<file path="src/shared/cell_pkg.sv">
// Package for the configurable logic cell register bank.
// Assumes an 8-bit register port and one system clock.
package cell_pkg;

    ////////////////////////////////////////////////////////////////////////////
    // Register indices on the plain register port
    localparam logic [3:0] ADDR_CONTROL = 4'h0;
    localparam logic [3:0] ADDR_POLARITY = 4'h1;
    localparam logic [3:0] ADDR_SEL_ONE = 4'h2;
    localparam logic [3:0] ADDR_SEL_TWO = 4'h3;
    localparam logic [3:0] ADDR_SEL_THREE = 4'h4;
    localparam logic [3:0] ADDR_SEL_FOUR = 4'h5;
    localparam logic [3:0] ADDR_GATE_A = 4'h6;
    localparam logic [3:0] ADDR_GATE_B = 4'h7;
    localparam logic [3:0] ADDR_GATE_C = 4'h8;
    localparam logic [3:0] ADDR_GATE_D = 4'h9;
    localparam logic [3:0] ADDR_IRQ_STATUS = 4'ha;
    localparam logic [3:0] ADDR_IRQ_MASK = 4'hb;

    ////////////////////////////////////////////////////////////////////////////
    // Field positions
    localparam int CTRL_ENABLE_BIT = 7;
    localparam int CTRL_STATUS_BIT = 5;
    localparam int CTRL_RISE_BIT = 4;
    localparam int CTRL_FALL_BIT = 3;
    localparam int POL_OUTPUT_BIT = 7;
    localparam int IRQ_FLAG_BIT = 0;
    localparam int SOURCE_WIDTH = 6;
    localparam int SOURCE_COUNT = 64;

    ////////////////////////////////////////////////////////////////////////////
    // Reset values
    localparam logic [7:0] CONTROL_RESET = 8'h00;
    localparam logic OUTPUT_INVERT_RESET = 1'b0;

    typedef enum logic [2:0] {
        FN_AND_OR = 3'b000,
        FN_OR_XOR = 3'b001,
        FN_AND4 = 3'b010,
        FN_SR_LATCH = 3'b011,
        FN_DFF_SR = 3'b100,
        FN_DFF2_R = 3'b101,
        FN_JK_R = 3'b110,
        FN_LATCH_SR = 3'b111
    } function_t;

    typedef struct packed {
        logic cell_enable;
        logic rise_irq_enable;
        logic fall_irq_enable;
        function_t function_select;
    } control_t;

    typedef struct packed {
        control_t ctrl;
        logic output_invert;
        logic [3:0] gate_invert;
        logic [3:0][SOURCE_WIDTH-1:0] data_source;
        logic [3:0][7:0] gate_select;
        logic irq_flag;
        logic irq_mask;
        logic cell_q;
        logic gate_a_prev;
        logic cell_out;
        logic irq;
        logic [7:0] rdata;
    } cell_state_t;

endpackage : cell_pkg

</file>
<file path="src/rtl/logic_cell_config_regs.sv">
// Configurable logic cell with its register bank and interrupt flag.
// Assumes a register master that honours one-cycle strobes and synchronous
// source inputs on mclk.
//
// Summary of operation
// - Enable clear forces cell output to zero
// - Control status bit reads output after inversion
// - Enabled rising output edge sets irq flag
// - Enabled falling output edge sets irq flag
// - Modes 000-010 are combinational functions; 011 is an SR latch
// - Modes 100-111 are flip-flops and latch
// - Output invert bit inverts function result
// - Gate invert bits invert each gate result
// - Unimplemented control and polarity bits read zero
// - Four six-bit data source selectors
// - Gate select holds true/inverted enables per input
// - Control and output invert reset to zero
// - Selects and gate bits survive resets
// - Gate with no inputs equals its invert bit
// - Edge during flag clear keeps flag set
//
// Decided for this implementation: the strobed register port and the register addresses.
`timescale 1ns/10ps

module logic_cell_config_regs (
    input wire logic mclk,
    input wire logic rst,
    input wire logic [3:0] reg_addr,
    input wire logic [7:0] reg_wdata,
    input wire logic reg_write,
    input wire logic reg_read,
    output logic [7:0] reg_rdata,
    input wire logic [cell_pkg::SOURCE_COUNT-1:0] source_in,
    output logic cell_output,
    output logic irq
);

    ////////////////////////////////////////////////////////////////////////////
    // Helpers

    function automatic logic reg_hit(input logic strobe, input logic [3:0] addr,
                                     input logic [3:0] index);
        return strobe && (addr == index);
    endfunction : reg_hit

    // Control word to its writable fields; bits 6 and 5 are dropped
    function automatic cell_pkg::control_t ctrl_from_word(input logic [7:0] word);
        cell_pkg::control_t c;
        c.cell_enable = word[cell_pkg::CTRL_ENABLE_BIT];
        c.rise_irq_enable = word[cell_pkg::CTRL_RISE_BIT];
        c.fall_irq_enable = word[cell_pkg::CTRL_FALL_BIT];
        c.function_select = cell_pkg::function_t'(word[2:0]);
        return c;
    endfunction : ctrl_from_word

    // Gate: OR of enabled true/inverted inputs, then polarity
    function automatic logic gate_eval(input logic [7:0] sel, input logic [3:0] d,
                                       input logic inv);
        logic hit;
        hit = 1'b0;
        for (int k = 0; k < 4; k++) begin
            hit = hit | (sel[2*k+1] & d[k]) | (sel[2*k] & ~d[k]);
        end
        return hit ^ inv;
    endfunction : gate_eval

    ////////////////////////////////////////////////////////////////////////////
    // State

    cell_pkg::cell_state_t st_reg;
    cell_pkg::cell_state_t st_next;
    logic [3:0] data_in;
    logic [3:0] gate_val;
    logic logic_res;
    logic gate_a_rise;
    logic rise_event;
    logic fall_event;
    logic flag_clear;
    logic [7:0] read_word;

    ////////////////////////////////////////////////////////////////////////////
    // Data selection and gating

    genvar gi;
    generate
        for (gi = 0; gi < 4; gi++) begin : g_lane
            assign data_in[gi] = source_in[st_reg.data_source[gi]];
            assign gate_val[gi] = gate_eval(st_reg.gate_select[gi], data_in,
                                            st_reg.gate_invert[gi]);
        end
    endgenerate

    assign gate_a_rise = gate_val[0] & ~st_reg.gate_a_prev;
    assign flag_clear = reg_hit(reg_write, reg_addr, cell_pkg::ADDR_IRQ_STATUS)
                        && reg_wdata[cell_pkg::IRQ_FLAG_BIT];

    ////////////////////////////////////////////////////////////////////////////
    // Read mux

    always_comb begin
        read_word = 8'h00;
        if (reg_addr == cell_pkg::ADDR_CONTROL) begin
            read_word[cell_pkg::CTRL_ENABLE_BIT] = st_reg.ctrl.cell_enable;
            read_word[cell_pkg::CTRL_STATUS_BIT] = st_reg.cell_out;
            read_word[cell_pkg::CTRL_RISE_BIT] = st_reg.ctrl.rise_irq_enable;
            read_word[cell_pkg::CTRL_FALL_BIT] = st_reg.ctrl.fall_irq_enable;
            read_word[2:0] = st_reg.ctrl.function_select;
        end else if (reg_addr == cell_pkg::ADDR_POLARITY) begin
            read_word[cell_pkg::POL_OUTPUT_BIT] = st_reg.output_invert;
            read_word[3:0] = st_reg.gate_invert;
        end else if (reg_addr == cell_pkg::ADDR_SEL_ONE) begin
            read_word[5:0] = st_reg.data_source[0];
        end else if (reg_addr == cell_pkg::ADDR_SEL_TWO) begin
            read_word[5:0] = st_reg.data_source[1];
        end else if (reg_addr == cell_pkg::ADDR_SEL_THREE) begin
            read_word[5:0] = st_reg.data_source[2];
        end else if (reg_addr == cell_pkg::ADDR_SEL_FOUR) begin
            read_word[5:0] = st_reg.data_source[3];
        end else if (reg_addr == cell_pkg::ADDR_GATE_A) begin
            read_word = st_reg.gate_select[0];
        end else if (reg_addr == cell_pkg::ADDR_GATE_B) begin
            read_word = st_reg.gate_select[1];
        end else if (reg_addr == cell_pkg::ADDR_GATE_C) begin
            read_word = st_reg.gate_select[2];
        end else if (reg_addr == cell_pkg::ADDR_GATE_D) begin
            read_word = st_reg.gate_select[3];
        end else if (reg_addr == cell_pkg::ADDR_IRQ_STATUS) begin
            read_word[cell_pkg::IRQ_FLAG_BIT] = st_reg.irq_flag;
        end else if (reg_addr == cell_pkg::ADDR_IRQ_MASK) begin
            read_word[cell_pkg::IRQ_FLAG_BIT] = st_reg.irq_mask;
        end
    end

    ////////////////////////////////////////////////////////////////////////////
    // Next state

    always_comb begin
        st_next = st_reg;
        logic_res = 1'b0;
        rise_event = 1'b0;
        fall_event = 1'b0;

        // Register writes
        if (reg_write) begin
            if (reg_addr == cell_pkg::ADDR_CONTROL) begin
                st_next.ctrl = ctrl_from_word(reg_wdata);
            end else if (reg_addr == cell_pkg::ADDR_POLARITY) begin
                st_next.output_invert = reg_wdata[cell_pkg::POL_OUTPUT_BIT];
                st_next.gate_invert = reg_wdata[3:0];
            end else if (reg_addr == cell_pkg::ADDR_SEL_ONE) begin
                st_next.data_source[0] = reg_wdata[5:0];
            end else if (reg_addr == cell_pkg::ADDR_SEL_TWO) begin
                st_next.data_source[1] = reg_wdata[5:0];
            end else if (reg_addr == cell_pkg::ADDR_SEL_THREE) begin
                st_next.data_source[2] = reg_wdata[5:0];
            end else if (reg_addr == cell_pkg::ADDR_SEL_FOUR) begin
                st_next.data_source[3] = reg_wdata[5:0];
            end else if (reg_addr == cell_pkg::ADDR_GATE_A) begin
                st_next.gate_select[0] = reg_wdata;
            end else if (reg_addr == cell_pkg::ADDR_GATE_B) begin
                st_next.gate_select[1] = reg_wdata;
            end else if (reg_addr == cell_pkg::ADDR_GATE_C) begin
                st_next.gate_select[2] = reg_wdata;
            end else if (reg_addr == cell_pkg::ADDR_GATE_D) begin
                st_next.gate_select[3] = reg_wdata;
            end else if (reg_addr == cell_pkg::ADDR_IRQ_MASK) begin
                st_next.irq_mask = reg_wdata[cell_pkg::IRQ_FLAG_BIT];
            end
        end

        // Logic function; gate a is the clock in modes 100-110 and the latch enable in 111
        case (st_reg.ctrl.function_select)
            cell_pkg::FN_AND_OR: begin
                logic_res = (gate_val[0] & gate_val[1]) | (gate_val[2] & gate_val[3]);
            end
            cell_pkg::FN_OR_XOR: begin
                logic_res = (gate_val[0] | gate_val[1]) ^ (gate_val[2] | gate_val[3]);
            end
            cell_pkg::FN_AND4: begin
                logic_res = &gate_val;
            end
            cell_pkg::FN_SR_LATCH: begin
                if (gate_val[0] | gate_val[1]) begin
                    st_next.cell_q = 1'b1;
                end else if (gate_val[2] | gate_val[3]) begin
                    st_next.cell_q = 1'b0;
                end
                logic_res = st_next.cell_q;
            end
            cell_pkg::FN_DFF_SR: begin
                if (gate_val[2]) begin
                    st_next.cell_q = 1'b0;
                end else if (gate_val[3]) begin
                    st_next.cell_q = 1'b1;
                end else if (gate_a_rise) begin
                    st_next.cell_q = gate_val[1];
                end
                logic_res = st_next.cell_q;
            end
            cell_pkg::FN_DFF2_R: begin
                if (gate_val[2]) begin
                    st_next.cell_q = 1'b0;
                end else if (gate_a_rise) begin
                    st_next.cell_q = gate_val[1] & gate_val[3];
                end
                logic_res = st_next.cell_q;
            end
            cell_pkg::FN_JK_R: begin
                if (gate_val[2]) begin
                    st_next.cell_q = 1'b0;
                end else if (gate_a_rise) begin
                    case ({gate_val[1], gate_val[3]})
                        2'b10: st_next.cell_q = 1'b1;
                        2'b01: st_next.cell_q = 1'b0;
                        2'b11: st_next.cell_q = ~st_reg.cell_q;
                        default: st_next.cell_q = st_reg.cell_q;
                    endcase
                end
                logic_res = st_next.cell_q;
            end
            default: begin
                if (gate_val[2]) begin
                    st_next.cell_q = 1'b0;
                end else if (gate_val[3]) begin
                    st_next.cell_q = 1'b1;
                end else if (gate_val[0]) begin
                    st_next.cell_q = gate_val[1];
                end
                logic_res = st_next.cell_q;
            end
        endcase
        st_next.gate_a_prev = gate_val[0];

        // Output stage; a disabled cell holds zero
        if (st_reg.ctrl.cell_enable) begin
            st_next.cell_out = logic_res ^ st_reg.output_invert;
        end else begin
            st_next.cell_out = 1'b0;
            st_next.cell_q = 1'b0;
        end

        // Edge detect against the previous sample
        rise_event = st_next.cell_out & ~st_reg.cell_out;
        fall_event = ~st_next.cell_out & st_reg.cell_out;

        // Clear first, so a same-cycle edge wins
        if (flag_clear) begin
            st_next.irq_flag = 1'b0;
        end
        if ((rise_event && st_reg.ctrl.rise_irq_enable) ||
            (fall_event && st_reg.ctrl.fall_irq_enable)) begin
            st_next.irq_flag = 1'b1;
        end

        st_next.irq = st_next.irq_flag & st_next.irq_mask;
        st_next.rdata = reg_read ? read_word : 8'h00;

        // Selects and gate bits are left alone by reset
        if (rst) begin
            st_next.ctrl = ctrl_from_word(cell_pkg::CONTROL_RESET);
            st_next.output_invert = cell_pkg::OUTPUT_INVERT_RESET;
            st_next.irq_flag = 1'b0;
            st_next.irq_mask = 1'b0;
            st_next.cell_q = 1'b0;
            st_next.gate_a_prev = 1'b0;
            st_next.cell_out = 1'b0;
            st_next.irq = 1'b0;
            st_next.rdata = 8'h00;
        end
    end

    always_ff @(posedge mclk) begin
        st_reg <= st_next;
    end

    assign reg_rdata = st_reg.rdata;
    assign cell_output = st_reg.cell_out;
    assign irq = st_reg.irq;
endmodule : logic_cell_config_regs

</file>
<file path="config.mk">
export PLATFORM = sky130hd
export DESIGN_NAME = logic_cell_config_regs
export DESIGN_NICKNAME = d
export VERILOG_FILES = /design/src/shared/cell_pkg.sv /design/src/rtl/logic_cell_config_regs.sv
export SDC_FILE = /design/constraint.sdc
export NUM_CORES = 1
export LEC_CHECK = 0
export ABC_CLOCK_PERIOD_IN_PS = 8080
export BUFFER_PORTS_ARGS = -buffer_cell sky130_fd_sc_hd__buf_4
export CAP_MARGIN = 15
export CORE_AREA = 8 8 109 111
export CTS_CLUSTER_DIAMETER = 80
export DETAILED_ROUTE_END_ITERATION = 10
export DIE_AREA = 0 0 117 119
export PLACE_DENSITY = 0.94
export RECOVER_POWER = 50
export SETUP_SLACK_MARGIN = 0.3
export SYNTH_ARGS = -nofsm -noshare
export SYNTH_HDL_FRONTEND = slang
export SYNTH_SLANG_ARGS = --single-unit
</file>
<file path="constraint.sdc">
create_clock -name mclk -period 8.08 [get_ports mclk]
set_clock_uncertainty 0.05 [all_clocks]
set_input_delay 0.404 -clock mclk [delete_from_list [all_inputs] [get_ports mclk]]
set_output_delay 0.404 -clock mclk [all_outputs]
set_load 0.005 [all_outputs]
</file>
Word level (Yosys, flattened, before mapping)
Cells that the tools add are included.

Flip-flop bits (word level): 81. Input bits: 80. Word-level logic and storage cells: 221. Output and inout port bits: 10.

Equality and inequality tests: 20. Reductions and logical operators: 22. Bitwise operators: 95. Order comparisons: 4. Mux-type cells: 58.

Operators by type and width (count): $and A1 B1 Y1 (39); $mux W1 (36); $or A1 B1 Y1 (31); $mux W6 (5); $lt A6 B7 Y1 const B (4); $bmux W1 S6 (4); $mux W8 (3); $not A1 Y1 (19); $eq A4 B3 Y1 const B (4); $eq A4 B4 Y1 const B (4); $reduce_and A11 Y1 (1); $mux W2 (5); $reduce_and A10 Y1 (1); $eq A3 B3 Y1 const B (3); $reduce_and A9 Y1 (1); $eq A4 B2 Y1 const B (2); $reduce_and A4 Y1 (2); $reduce_and A8 Y1 (1); $reduce_or A8 Y1 (1); $mux W7 (1); $pmux W1 S7 (1); $reduce_and A7 Y1 (1); $eq A3 B2 Y1 const B (2); $reduce_and A6 Y1 (1); other kinds (17) (27).

Longest topological paths before layout
Depth after elaboration: 25. Depth in mapped cells: 15. Mapped depth without buffers: 13.

Worst setup path before layout
No wires, ideal clock.

Path kind: register to register. Start: register st_reg[58] (netlist bit). End: register st_reg[13] (netlist bit). Data arrival time: 3.577 ns. Data required time: 7.898 ns. Cell stages (with the launch flop): 16. Slack: 4.321 ns. Cell sequence: edfxtp_1 > buf_2 > buf_2 > mux4_2 > mux2i_1 > mux2i_1 > a2bb2oi_2 > nand2_1 > o2111a_1 > and4_1 > or3_1 > a32oi_2 > nand3_1 > a2111o_1 > a41oi_2 > a21oi_1.

Cells in the longest elaborated chain, start to end: 20. Elaborated cells between the ends (all ways): 66. Those cells by class: eq/ne: 3; mux: 18; bitwise: 41; reduce/logical: 4.

RTL lines: start: declaration (line logic_cell_config_regs.sv:70) `cell_pkg::cell_state_t st_reg;`; start signal: assignment (line logic_cell_config_regs.sv:273) `st_reg <= st_next;`; $bmux W1 S6 * (line logic_cell_config_regs.sv:87) `assign data_in[gi] = source_in[st_reg.data_source[gi]];`; $mux W1 (not written as such) * (line logic_cell_config_regs.sv:87); $and A1 B1 Y1 / $not A1 Y1 (equally long branches) (line logic_cell_config_regs.sv:62) `hit = hit | (sel[2*k+1] & d[k]) | (sel[2*k] & ~d[k]);`; $or A1 B1 Y1 / $and A1 B1 Y1 (equally long branches) (line logic_cell_config_regs.sv:62); $or A1 B1 Y1 (3 in a row) (line logic_cell_config_regs.sv:62); $xor A1 B1 Y1 (line logic_cell_config_regs.sv:64) `return hit ^ inv;`; $eq A2 B2 Y1, or another cell as far along (line logic_cell_config_regs.sv:212) `case ({gate_val[1], gate_val[3]})`; $pmux W1 S3 / $mux W1 (equally long branches) (line logic_cell_config_regs.sv:212, logic_cell_config_regs.sv:195); [2 not listed]; $pmux W1 S7 * (line logic_cell_config_regs.sv:172) `case (st_reg.ctrl.function_select)`; $xor A1 B1 Y1 * (line logic_cell_config_regs.sv:236) `st_next.cell_out = logic_res ^ st_reg.output_invert;`; $mux W1 * (line logic_cell_config_regs.sv:235) `if (st_reg.ctrl.cell_enable) begin`; $not A1 Y1 (line logic_cell_config_regs.sv:244) `fall_event = ~st_next.cell_out & st_reg.cell_out;`; $and A1 B1 Y1 (line logic_cell_config_regs.sv:244); $logic_and A1 B1 Y1 (line logic_cell_config_regs.sv:251) `(fall_event && st_reg.ctrl.fall_irq_enable)) begin`; $logic_or A1 B1 Y1 * (line logic_cell_config_regs.sv:250) `if ((rise_event && st_reg.ctrl.rise_irq_enable) ||`; $mux W1 * (line logic_cell_config_regs.sv:250).

Mark *: on every way between the ends. The rest lies on a longest branch, timed or not. The select of a mux whose other input is x is not followed. A chain may end at the register's enable or synchronous reset.

Worst setup path after layout
Start: register st_reg[58] (netlist bit). End: register st_reg (netlist bit irq).

Cells in the longest elaborated chain, start to end: 21. Elaborated cells between the ends (all ways): 67. Those cells by class: eq/ne: 3; mux: 18; bitwise: 42; reduce/logical: 4.

RTL lines: $bmux W1 S6 * (line logic_cell_config_regs.sv:87); $mux W1 (not written as such) * (line logic_cell_config_regs.sv:87); $and A1 B1 Y1 / $not A1 Y1 (equally long branches) (line logic_cell_config_regs.sv:62); $or A1 B1 Y1 / $and A1 B1 Y1 (equally long branches) (line logic_cell_config_regs.sv:62); $or A1 B1 Y1 (3 in a row) (line logic_cell_config_regs.sv:62); $xor A1 B1 Y1 (line logic_cell_config_regs.sv:64); $eq A2 B2 Y1, or another cell as far along (line logic_cell_config_regs.sv:212); $pmux W1 S3 / $mux W1 (equally long branches) (line logic_cell_config_regs.sv:212, logic_cell_config_regs.sv:195); [3 not listed]; $xor A1 B1 Y1 * (line logic_cell_config_regs.sv:236); $mux W1 * (line logic_cell_config_regs.sv:235); $not A1 Y1 (line logic_cell_config_regs.sv:244); $and A1 B1 Y1 (line logic_cell_config_regs.sv:244); $logic_and A1 B1 Y1 (line logic_cell_config_regs.sv:251); $logic_or A1 B1 Y1 * (line logic_cell_config_regs.sv:250); $mux W1 * (line logic_cell_config_regs.sv:250); $and A1 B1 Y1 * (line logic_cell_config_regs.sv:255) `st_next.irq = st_next.irq_flag & st_next.irq_mask;`.

Marked as above.

==> run_results.csv <==
group,metric,value,unit
yosys,synthTopCellsByArea,"edfxtp_1, mux4_2, mux2i_1",
detailed_routing,viasPerCell,7.51,
power,leakagePower,2.53,nW
clock_tree,root_buffer,"clkbuf_8",
critical_path,path_cells,"mux4_2, mux2i_1, nand3b_1, and4_1, o21ai_0, o2111a_1, a31oi_4, nor4_2, nand3_1, a31oi_1, nor4_1, nand4b_1, a21boi_1",
critical_path,cp.required,8320,ps
yosys,async_flop_share,0,
grt,grt_pass1_wl,29.8,mm
detailed_routing,drc,0,
worst_hold_path,hold_path_class,"in -> reg",
critical_path,cp.arrival,5200,ps
finish,insertedDiodeCount,0,
yosys,yosys_warnings,0,
placement,place_ws,3270,ps
grt,grt_pass1_vias,5248,
yosys,syn_inst,505,
detailed_routing,drt_first_pass_iters,7,
critical_path,cp_slowest_cell,"edfxtp_1",
detailed_routing,drt_iter0_markers,903,
yosys,synth-main-ff-cell,"edfxtp_1",
floorplanning,die-area,13900,sq um
sta,maxSlewHeadroom,-0.330,
floorplanning,start_util,0.613,
sta,timing.final.crit_share,0.614,
finish,final_cells,702,
detailed_routing,wl,19.2,mm
yosys,yosysSeqAreaShare,0.359,
clock_tree,ctsHtreeMaxLevel,3,
clock_tree,clock_sinks,81,
sta,rsz0062_at_grt,"no",
sta,worst_slew_pin_slew,1990,ps
yosys,syn_avg_cell_area,12.2,sq um
critical_path,startpoint_type,"flop",
grt,antenna_found_initial,0,
floorplanning,rows,37,
grt,grt_usage,0.282,
sta,timing.final.ws_setup,3110,ps
clock_tree,postCtsSetupRepairBufs,0,
sta,fin_setup_tns,0,ps
sta,finalCriticalPeriod,4970,ps
clock_tree,insertion_delay,360,ps
outcome,violations,"capacitance limit, slew limit",
placement,gp_congestion,1.01,
worst_hold_path,hp-start,"reg_wdata[6]",
floorplanning,core,10100,sq um
clock_tree,cts_max_path_buffers,2,
critical_path,slowest_delay,1070,ps
finish,drive_gt1_frac,0.330,
finish,postLayoutCellArea,6950,sq um
yosys,synth_edf_count,60,
critical_path,cp_max_fo,14,
clock_tree,cts_resized,0,
outcome,status,"finished, violations left",
finish,syn2layout_area_growth,12.3,%
yosys,yosysMostFrequentCell,"mux4_2",
detailed_routing,postRouteAntennaNets,0,
sta,finalSetupViolCount,0,
yosys,synth_top_area_share,0.291,
sta,hold_ws,268,ps
finish,largest_register_ff_count,71,
clock_tree,cts_made_buffers,9,
placement,dpl.hpwl,14.5,mm
placement,placed_cells,686,
grt,grt_max_degree,38,
power,vdd_drop_max,0.000136,V
detailed_routing,num_vias,5275,
floorplanning,die_h,119,um
clock_tree,hold_buffers,0,
grt,grt_overflow_total,0,
sta,finalHoldViolations,0,
yosys,synth_cell_types,71,
sta,fmax,201,MHz
placement,port-buffer-count,89,
critical_path,worstReg2RegStart,"st_reg[58]",
floorplanning,fp.dieW,117,um
critical_path,crit_start,"st_reg[58]",
yosys,ys_ff_latch,81,
critical_path,critPathKind,"reg -> reg",
yosys,synth_largest_area_cell,"edfxtp_1",
yosys,synthesis.nets,585,
finish,final_nets,641,
yosys,syn-cell-area,6180,sq um
power,power_density,138,nW/um^2
run,cap_violations,1,
detailed_routing,wl_per_cell,27.4,um
clock_tree,cts_tree,"done",
critical_path,crit_path_end_kind,"flop",
placement,placed_area,6780,sq um
floorplanning,io_pins,90,
yosys,synth_common_cells,"mux4_2, edfxtp_1, mux2i_1",
sta,maxSlewViolCount,38,
clock_tree,path_clk_slew,90,ps
power,power.total,0.961,mW
finish,fin_util,0.688,
metal layers:
metal  part of all wire  track usage  routed length (um)  up-vias
li1                   -            -                   -     2171
met2               0.45        0.419                8580      504
met4              0.043        0.130                 822        0
met1               0.37        0.374                7160     2519
met5                  0            0                   0        -
met3               0.14       0.0793                2690       81
cell type report:
type	count	area, sq um
sequential	81	2220
clock buffer	9	124
clock inverter	7	88.8
fill	714	3150
multi-input combinational	363	3650
timing repair buffer	89	627
tap	136	170
inverter	17	63.8
worst max-delay path, delay by kind of cell (launching register included):
family | cells | cell delay (ps)
AND/OR/NAND/NOR | 6 | 1480
AO/OA/AOI/OAI | 5 | 1340
multiplexers | 2 | 950
flip-flops | 1 | 1070
cells by family (layout without fill, tap and decap cells):
logic type	count (synthesis)	count (layout)	synth area share
AO/OA/AOI/OAI	98	98	0.122
flip-flops	81	81	0.359
multiplexers	132	132	0.356
buffers and inverters	61	122	0.0504
AND/OR/NAND/NOR	132	132	0.112
XOR/XNOR	1	1	0.00142
cell usage in the layout (no fill, tap or decap), drive strengths merged, types with 3 or more instances in the layout:
cell     instances
nor3            18
inv             18
a311oi           4
nand2           22
or3              5
and4b            3
a41oi            4
o32ai            4
dfxtp           21
clkinv           4
nor2b            7
clkbuf          29
nor4             4
edfxtp          60
a21oi           23
nor3b            4
or2              8
a31oi            9
nor2            35
nand4            3
a32oi            3
mux2i           55
mux4            67
nand3            9
a22oi            4
o2111ai          3
nand2b           4
mux2            10
buf             69
o21ai           11
o22ai            9
power by group:
part	switching, mW	leakage [nW]	internal [mW]	total, mW
sequential	0.0145	0.712	0.455	0.469
combinational	0.0865	1.71	0.0910	0.177
clock	0.166	0.103	0.149	0.314
worst paths after layout:
path,slack (ps),depth (start not counted),endpoint
min reg2reg,530,2,st_reg[78]
max,3110,13,irq
min,270,1,st_reg[36]
max reg2reg,3110,13,irq
Power figures use the tool's default switching activity.
